--- src/hdl/led_regs.svh ---
`ifndef LED_REGS_SVH
`define LED_REGS_SVH

// Register offsets on the plain register port
`define CTRL_OFS 4'h0
`define STAT_OFS 4'h4
`define CTRL_RST 8'h00

// System clock and millisecond timebase
`define CLK_HZ 125000000
`define CLK_PER_MS (`CLK_HZ / 1000)
`define TICKS_PER_MS 1

// Pattern times in ms, and their counts in ms ticks
`define SELFTEST_PHASE_MS 250
`define FLASH_HALF_MS 500
`define FLICKER_HALF_MS 50
`define SELFTEST_PHASE_TICKS (`SELFTEST_PHASE_MS * `TICKS_PER_MS)
`define FLASH_HALF_TICKS (`FLASH_HALF_MS * `TICKS_PER_MS)
`define FLICKER_HALF_TICKS (`FLICKER_HALF_MS * `TICKS_PER_MS)

`endif

--- src/hdl/led_pkg.sv ---
package led_pkg;

    typedef struct packed {
        logic dup_ip;
        logic eo_timeout;
        logic conn_up;
        logic ip_set;
        logic fault_unrec;
        logic fault_rec;
        logic configured;
        logic selftest_done;
    } ctrl_t;

    typedef enum logic [3:0] {
        ST_GREEN = 4'b0001,
        ST_RED = 4'b0010,
        ST_HOLD = 4'b0100,
        ST_RUN = 4'b1000
    } stest_t;

    typedef struct packed {
        logic ms_green;
        logic ms_red;
        logic ns_green;
        logic ns_red;
        logic link;
        logic traffic;
    } leds_t;

    typedef struct packed {
        ctrl_t ctrl;
        stest_t st;
        logic [9:0] st_cnt;
        logic [9:0] fl_cnt;
        logic flash_on;
        logic [9:0] ak_cnt;
        logic ak_lit;
        logic ak_gap;
        logic ak_pend;
        logic [1:0] lnk_sync;
        logic [2:0] act_sync;
        leds_t leds;
        logic [7:0] rd_data;
    } state_t;

    typedef struct packed {
        logic [19:0] cnt;
        logic tick;
    } div_t;

endpackage

--- src/hdl/adapter_status_led_driver.sv ---
`timescale 1ns/1ps
`include "led_regs.svh"

// Overview of operation
// RULE1: Operational: module LED steady green
// RULE2: Unconfigured: module LED flashes green
// RULE3: Self-test module LED: green, red, green hold
// RULE4: Self-test network LED: green, red, dark
// RULE5: Recoverable fault: module LED flashes red
// RULE6: Unrecoverable fault: module LED steady red
// RULE7: IP and connection: network LED green
// RULE8: IP, no connection: network LED flashes green
// RULE9: Owner connection timeout: network LED flashes red
// RULE10: Green again only when timeout cleared
// RULE11: Duplicate IP: network LED steady red
// RULE12: No IP: network LED dark
// RULE13: Link LED follows Ethernet link
// RULE14: Traffic LED flickers with frames, else dark
// RULE15: Flashing is 500 ms on, 500 off
// RULE16: Flicker 50 ms on/off, follows sparse events
// RULE17: Fixed priority among module and network states
// RULE18: All timing from one divided ms tick
module adapter_status_led_driver
    import led_pkg::*;
#(
    parameter int CLK_PER_MS = `CLK_PER_MS
)
(
    input wire logic mclk,
    input wire logic rst_n,
    input wire logic [3:0] addr,
    input wire logic [7:0] wr_data,
    input wire logic wr_en,
    input wire logic rd_en,
    output logic [7:0] rd_data,
    input wire logic phy_link,
    input wire logic phy_activity,
    output logic module_state_led_green,
    output logic module_state_led_red,
    output logic network_state_led_green,
    output logic network_state_led_red,
    output logic link_led,
    output logic traffic_led
);

    state_t s_q;
    state_t s_d;
    logic ms_tick;
    logic act_event;
    logic run;

    // Single millisecond timebase
    ms_tick_divider #(
        .CLK_PER_MS(CLK_PER_MS)
    ) u_div (
        .mclk(mclk),
        .rst_n(rst_n),
        .ms_tick(ms_tick)
    ); // RULE18

    assign act_event = s_q.act_sync[1] & ~s_q.act_sync[2];
    assign run = (s_q.st == ST_RUN);

    always_comb
    begin
        s_d = s_q;

        // Pin synchronisers; activity gets a third stage for the edge
        s_d.lnk_sync = {s_q.lnk_sync[0], phy_link};
        s_d.act_sync = {s_q.act_sync[1:0], phy_activity};

        if (wr_en && addr == `CTRL_OFS)
        begin
            s_d.ctrl = ctrl_t'(wr_data);
        end

        s_d.rd_data = 8'h00;
        if (rd_en)
        begin
            if (addr == `CTRL_OFS)
            begin
                s_d.rd_data = s_q.ctrl;
            end
            else if (addr == `STAT_OFS)
            begin
                s_d.rd_data = {1'b0, run, s_q.leds};
            end
        end

        // Power-on self-test sequence
        if (ms_tick && s_q.st != ST_HOLD && s_q.st != ST_RUN)
        begin
            s_d.st_cnt = s_q.st_cnt + 10'h001;
        end
        unique case (s_q.st)
            ST_GREEN:
            begin
                if (ms_tick && s_q.st_cnt == 10'(`SELFTEST_PHASE_TICKS - 1))
                begin
                    s_d.st = ST_RED; // RULE3 RULE4
                    s_d.st_cnt = 10'h000;
                end
            end
            ST_RED:
            begin
                if (ms_tick && s_q.st_cnt == 10'(`SELFTEST_PHASE_TICKS - 1))
                begin
                    s_d.st = ST_HOLD; // RULE3 RULE4
                    s_d.st_cnt = 10'h000;
                end
            end
            ST_HOLD:
            begin
                if (s_q.ctrl.selftest_done)
                begin
                    s_d.st = ST_RUN;
                end
            end
            ST_RUN:
            begin
                s_d.st = ST_RUN;
            end
        endcase

        // 1 Hz flash phase
        if (ms_tick)
        begin
            if (s_q.fl_cnt == 10'(`FLASH_HALF_TICKS - 1))
            begin
                s_d.fl_cnt = 10'h000;
                s_d.flash_on = ~s_q.flash_on; // RULE15
            end
            else
            begin
                s_d.fl_cnt = s_q.fl_cnt + 10'h001;
            end
        end

        // Traffic flicker: lit half, dark half, repeat while events pend
        if (act_event && (s_q.ak_lit || s_q.ak_gap))
        begin
            s_d.ak_pend = 1'b1;
        end
        if (!s_q.ak_lit && !s_q.ak_gap)
        begin
            if (act_event)
            begin
                s_d.ak_lit = 1'b1; // RULE14
                s_d.ak_cnt = 10'h000;
            end
        end
        else if (ms_tick)
        begin
            if (s_q.ak_cnt == 10'(`FLICKER_HALF_TICKS - 1))
            begin
                s_d.ak_cnt = 10'h000;
                if (s_q.ak_lit)
                begin
                    s_d.ak_lit = 1'b0; // RULE16
                    s_d.ak_gap = 1'b1;
                end
                else
                begin
                    // A frame edge in this very cycle still counts
                    s_d.ak_gap = 1'b0;
                    s_d.ak_lit = s_q.ak_pend | act_event; // RULE16
                    s_d.ak_pend = 1'b0;
                end
            end
            else
            begin
                s_d.ak_cnt = s_q.ak_cnt + 10'h001;
            end
        end

        // Module status, highest priority first
        s_d.leds.ms_green = 1'b0;
        s_d.leds.ms_red = 1'b0;
        if (s_q.st == ST_RED)
        begin
            s_d.leds.ms_red = 1'b1; // RULE3 RULE17
        end
        else if (!run)
        begin
            s_d.leds.ms_green = 1'b1; // RULE3
        end
        else if (s_q.ctrl.fault_unrec)
        begin
            s_d.leds.ms_red = 1'b1; // RULE6 RULE17
        end
        else if (s_q.ctrl.fault_rec)
        begin
            s_d.leds.ms_red = s_q.flash_on; // RULE5
        end
        else if (!s_q.ctrl.configured)
        begin
            s_d.leds.ms_green = s_q.flash_on; // RULE2
        end
        else
        begin
            s_d.leds.ms_green = 1'b1; // RULE1
        end

        // Network status
        s_d.leds.ns_green = 1'b0;
        s_d.leds.ns_red = 1'b0;
        if (s_q.st == ST_GREEN)
        begin
            s_d.leds.ns_green = 1'b1; // RULE4
        end
        else if (s_q.st == ST_RED)
        begin
            s_d.leds.ns_red = 1'b1; // RULE4
        end
        else if (!run)
        begin
            s_d.leds.ns_green = 1'b0; // RULE4
        end
        else if (s_q.ctrl.dup_ip)
        begin
            s_d.leds.ns_red = 1'b1; // RULE11 RULE17
        end
        else if (!s_q.ctrl.ip_set)
        begin
            s_d.leds.ns_red = 1'b0; // RULE12
        end
        else if (s_q.ctrl.eo_timeout)
        begin
            s_d.leds.ns_red = s_q.flash_on; // RULE9 RULE10
        end
        else if (s_q.ctrl.conn_up)
        begin
            s_d.leds.ns_green = 1'b1; // RULE7
        end
        else
        begin
            s_d.leds.ns_green = s_q.flash_on; // RULE8
        end

        s_d.leds.link = s_q.lnk_sync[1]; // RULE13
        s_d.leds.traffic = s_q.ak_lit; // RULE14
    end

    always_ff @(posedge mclk)
    begin
        if (!rst_n)
        begin
            s_q <= '0;
            s_q.ctrl <= `CTRL_RST;
            s_q.st <= ST_GREEN;
        end
        else
        begin
            s_q <= s_d;
        end
    end

    assign rd_data = s_q.rd_data;
    assign module_state_led_green = s_q.leds.ms_green;
    assign module_state_led_red = s_q.leds.ms_red;
    assign network_state_led_green = s_q.leds.ns_green;
    assign network_state_led_red = s_q.leds.ns_red;
    assign link_led = s_q.leds.link;
    assign traffic_led = s_q.leds.traffic;
endmodule

--- src/hdl/ms_tick_divider.sv ---
`timescale 1ns/1ps
`include "led_regs.svh"

module ms_tick_divider
    import led_pkg::*;
#(
    parameter int CLK_PER_MS = `CLK_PER_MS
)
(
    input wire logic mclk,
    input wire logic rst_n,
    output logic ms_tick
);

    if (CLK_PER_MS < 2 || CLK_PER_MS > 1048576)
    begin : g_bad_ratio
        $error("CLK_PER_MS out of range");
    end

    div_t s_q;
    div_t s_d;

    // One-cycle pulse every CLK_PER_MS cycles
    always_comb
    begin
        s_d = s_q;
        s_d.tick = 1'b0;
        if (s_q.cnt == 20'(CLK_PER_MS - 1))
        begin
            s_d.cnt = 20'h00000;
            s_d.tick = 1'b1;
        end
        else
        begin
            s_d.cnt = s_q.cnt + 20'h00001;
        end
    end

    always_ff @(posedge mclk)
    begin
        if (!rst_n)
        begin
            s_q <= '0;
        end
        else
        begin
            s_q <= s_d;
        end
    end

    assign ms_tick = s_q.tick;

endmodule

--- config.mk ---
export PLATFORM = sky130hd
export DESIGN_NAME = adapter_status_led_driver
export DESIGN_NICKNAME = d
export VERILOG_FILES = /design/src/hdl/led_pkg.sv /design/src/hdl/adapter_status_led_driver.sv /design/src/hdl/ms_tick_divider.sv
export VERILOG_INCLUDE_DIRS = /design/src /design/src/hdl
export SDC_FILE = /design/constraint.sdc
export NUM_CORES = 1
export LEC_CHECK = 0
export BUFFER_PORTS_ARGS = -buffer_cell sky130_fd_sc_hd__buf_4
export CAP_MARGIN = 20
export CORE_MARGIN = 2
export CORE_UTILIZATION = 59
export CTS_BUF_LIST = sky130_fd_sc_hd__clkbuf_4 sky130_fd_sc_hd__clkbuf_8 sky130_fd_sc_hd__clkbuf_16
export CTS_CLUSTER_SIZE = 10
export DETAILED_ROUTE_END_ITERATION = 6
export PLACE_DENSITY = 0.79
export SYNTH_ARGS = -nofsm -noshare
export SYNTH_HDL_FRONTEND = slang
export SYNTH_SLANG_ARGS = --single-unit
--- constraint.sdc ---
create_clock -name mclk -period 2.4 [get_ports mclk]
set_input_delay 0.24 -clock mclk [delete_from_list [all_inputs] [get_ports mclk]]
set_output_delay 0.24 -clock mclk [all_outputs]
set_load 0.005 [all_outputs]
# Word level (Yosys, flattened, before mapping)
# Cells that the tools add are included.
# totals
word_cells	112
ff_bits	86
out_inout_bits	14
# op_classes
eq_ne	15
n_bitwise	6
addsub	4
muxes	39
reduce_logical	21
# op_table
cell	count
$add 10x1->10 const B	3
$mux 10	3
$mux 14	2
$mux 1	24
$mux 11	2
$add 20x1->20 const B	1
$eq 20x17->1 const B	1
$pmux 10 s2	1
$pmux 4 s4	1
$mux 13	1
$eq 10x6->1 const B	1
$eq 10x8->1 const B	1
$eq 10x9->1 const B	1
$reduce_and 3->1	3
$eq 4x3->1 const B	2
$mux 8	1
$ne 2x2->1 const B	4
$mux 7	1
$logic_and 1x1->1	6
$reduce_and 2->1	3
$reduce_or 2->1	3
$eq 4x1->1 const B	1
$eq 4x2->1 const B	1
$eq 4x4->1 const B	1
12 further kinds	17

# Longest topological paths before layout
# depth
ltp_word	8
depth_mapped	7
mapped_depth_nobuf	6

# Hierarchy
# Synthesis repeated with hierarchy kept, for this count alone.
# unflattened
hier_cells	450
hier_area_um2	4010.1
# by_module_without_submodules
module	area_per_inst_um2	cells_each	instances
adapter_status_led_driver	3020.4	337	1
ms_tick_divider	989.7	113	1

# Worst setup path after synthesis
# OpenSTA, ideal clock, no wires.
# synth_timing
path_type	reg2reg
startpoint	reg u_div.s_q[3] (netlist bit)
endpoint	reg u_div.s_q[20] (netlist bit)
setup_slack_ns	0.636
synth_period_minus_slack_ns	1.764
setup_time_ns	0.071
arrival_ns	1.694
n_path_buf	1
path_stages_with_launch	6
cell_sequence	dfxtp_1 > nand3_2 > or4_1 > buf_2 > or4_1 > a21oi_1
# synth_between
elab_chain_len	2
# synth_lines
element	line_no	rtl
start, declared	ms_tick_divider.sv:20	div_t s_q;
start signal, assigned	ms_tick_divider.sv:43	s_q <= '0;
start signal, assigned	ms_tick_divider.sv:47	s_q <= s_d;
branches (longest 2 deep; another with $add 20x1->20)	--	
# Parallel ways; which one is timed is not known.
# A chain may end at the register's enable or synchronous reset.

# Worst setup path in the final report
# layout_timing
startpoint	reg s_q[22] (netlist bit)
endpoint	reg s_q[29] (netlist bit)
# layout_between
elab_chain_len	4
# layout_lines
element	line_no	rtl
start, declared	adapter_status_led_driver.sv:46	state_t s_q;
$add 10x1->10 or $eq 10x6->1 (tied branches)	adapter_status_led_driver.sv:172, adapter_status_led_driver.sv:154	
$mux 10 *	adapter_status_led_driver.sv:154	if (s_q.ak_cnt == 10'(`FLICKER_HALF_TICKS - 1))
$mux 13 *	adapter_status_led_driver.sv:152	else if (ms_tick)
$mux 11 *	adapter_status_led_driver.sv:144	if (!s_q.ak_lit && !s_q.ak_gap)
# Every way passes the cells marked *; elsewhere a longest branch is shown, timed or not. The select of a mux whose other input is x is not followed.

==> reports/results.tsv <==
metric	value	unit
status	finished, final reports clean	
reg2reg_depth	5	
vias	3047	
start_util	61.9	%
swShare	23.9	%
setup_viol	0	
dpl_worst_slack	0.387	ns
crit_type	reg2reg	
ios	32	
hold_path.class	in2reg	
antenna_found_initial	0	
power_frac_seq	59.5	%
yosys_warnings	0	
required	2.61	ns
synth_common_cells	dfxtp_1, nor2_1, a21oi_1	
numPortBuffers	31	
dieWidth	83.5	µm
min_from	phy_link	
fin_total_pwr	2440	µW
tightest_slew	0.600	ns
internal_power	1850	µW
nets	476	
path_cells	ha_1 > nor4b_1 > nand4_1 > o211ai_1 > nor2_1	
routedWlPerCell	13.4	µm
cts_tree	built	
area_growth	11.6	%
clkPwrFrac	36.8	%
synth_cell_types	46	
numCtsBuffers	9	
power_switching	582	µW
syn_area_per_cell	8.74	µm²
place_area	3990	µm²
htreeDepth	3	
rsz0062_at_grt	false	
wl_met1	3.43	mm
min_period	1.99	ns
min_path_cells	2	
first_pass_iters	4	
combPwrFrac	3.6	%
cts_resized	0	
p_per_area	585	nW/µm²
met3_length	284	µm
via_per_inst	5.73	
clk_pin_slew	0.08	ns
drtIter0Drc	150	
ir_drop	444	µV
clock.fmax	502	MHz
drv_slew	0	
cp_slowest_cell	o211ai_1	
dieArea	6980	µm²
finClkSkew	0.00911	ns
gr-total-overflow	0	
postRouteAntennaNets	0	
cp_data_arrival_time	2.20	ns
met2_length	3.31	mm
rr_startpoint	s_q[22]	
clkSinkCount	86	
synth_top_cell_by_area	dfxtp_1	
synth_cells	427	
synth_area	3730	µm²
synth_top_area_share	46.1	%
yosysMostFrequentCell	dfxtp_1	
grt_pass1_vias	2791	
fin_setup_tns	0	ns
cap_violations	0	
synth-seq-area-share	46.1	%
grt_pass1_wl	12.4	mm
crit_path_end_kind	flop	
grt_max_degree	21	
synth_fp_nets	451	
drc	0	
leakage	0.00144	µW
rows	28	
slew_headroom	59.8	%
core_area	6030	µm²
period_share	82.9	%
crit-reg2reg-capture	s_q[29]	
slowest_delay	0.61	ns
insertedDiodeCount	0	
cts_setup_buffers	0	
ctsHoldBuffers	0	
ff2ff_setup_slack	0.41	ns
clockBufferDepth	2	
ys_top_cells_by_area	dfxtp_1, nor2_1, xnor2_1	
drive_gt1_share	13.1	%
start_kind	flop	
synth_seq_cells	86	
hold_violations	0	
gp_congestion	0.853	
timing.final.ws_setup	0.410	ns
fin_util	69.1	%
cp_max_fo	8	
track_usage	21.1	%
cts-root-buf	clkbuf_8	
min_to	s_d[18]	
die_y	83.5	µm
routed_wl	7.14	mm
fillers	491	
async_reset_ff_share	0	%
synth_top_flop_cell	dfxtp_1	
insertion_delay	0.34	ns
dr.max_layer_used	met4	
fin_area	4160	µm²
synth_edf_count	0	
hpwl	5.02	mm
==> power by group through the flow <==
stage          clock [µW]  combinational, µW  sequential, µW
4_1_cts               919               89.3            1450
5_1_grt               972               98.6            1450
6_report              898               88.2            1450
3_5_place_dp            0               89.0            1480
2_1_floorplan           0               45.7            1480
3_3_place_gp            0               87.3            1480
==> cell families (layout without fill, tap and decap cells) <==
| group | Yosys count | in the layout | synth area share (%) |
|---|---|---|---|
| AND/OR/NAND/NOR | 181 | 181 | 25.0 |
| XOR/XNOR | 39 | 39 | 9.15 |
| multiplexers | 1 | 1 | 0.268 |
| flip-flops | 86 | 86 | 46.1 |
| AO/OA/AOI/OAI | 75 | 75 | 12.6 |
| adder cells (fa/ha/maj) | 6 | 6 | 2.01 |
| buffers and inverters | 39 | 69 | 4.83 |
==> metrics by stage <==
| stage | hold WS (ns) | std cells |
|---|---|---|
| after global routing | 0.125 | 532 |
| after CTS | 0.107 | 532 |
| after floorplan | 0.367 | 427 |
| after global placement | 0.415 | 516 |
| final | 0.122 | 532 |
| after detailed placement | 0.418 | 516 |
==> sequential cells by signal, indices dropped and copies added (netlist names) <==
register and cells:
module_state_led_red 1, traffic_led 1, module_state_led_green 1, u_div.ms_tick 1, link_led 1, network_state_led_green 1
s_d 5, network_state_led_red 1, rd_data 8, s_q 46, u_div.s_q 20
==> worst max-delay path, delay by kind of cell (launching register included) <==
kind / cells / cell delay, ns
AOI/OAI and AO/OA: 1 / 0.61
adders and majority gates: 1 / 0.17
DFF: 1 / 0.42
and+or+nand+nor: 3 / 0.66
==> cells in the final DEF (no fill, tap or decap), drive strengths merged, types with 8 or more instances in the layout <==
master	synthesis	routed
nor2	60	60
a21oi	26	26
clkbuf	12	9
inv	15	15
xor2	14	14
dfxtp	86	86
nand4	12	12
nand3	25	25
a22oi	8	8
o21ai	14	14
nor3	12	12
nand2	25	25
buf	11	37
xnor2	25	25
==> layout make-up <==
| class | instances | area, µm² | share of cell area [%] |
|---|---|---|---|
| multi-input combinational | 302 | 1840 | 44.1 |
| sequential | 86 | 1720 | 41.3 |
| timing repair buffer | 37 | 278 | 6.67 |
| clock buffer | 9 | 124 | 2.97 |
| tap | 75 | 93.8 | 2.25 |
| inverter | 16 | 60.1 | 1.44 |
| clock inverter | 7 | 51.3 | 1.23 |
==> how the worst max path moves through the flow <==
stage	from	to	slack, ns	cells after the start
global route	s_q[22]	s_q[29]	0.14	5
floorplan	u_div.s_q[3]	u_div.s_q[20]	0.64	5
detailed placement	s_q[22]	s_q[25]	0.39	5
CTS	s_q[22]	s_q[28]	0.37	5
global placement	s_q[22]	s_q[26]	0.53	5
finish	s_q[22]	s_q[29]	0.41	5
==> per-layer routing <==
metal  GRT usage [%]  up-vias
met5               0        -
met2            35.0       57
met3            3.36       13
li1                -     1550
met4            7.04        0
met1            28.4     1427
(Power assumes the default switching activity.)
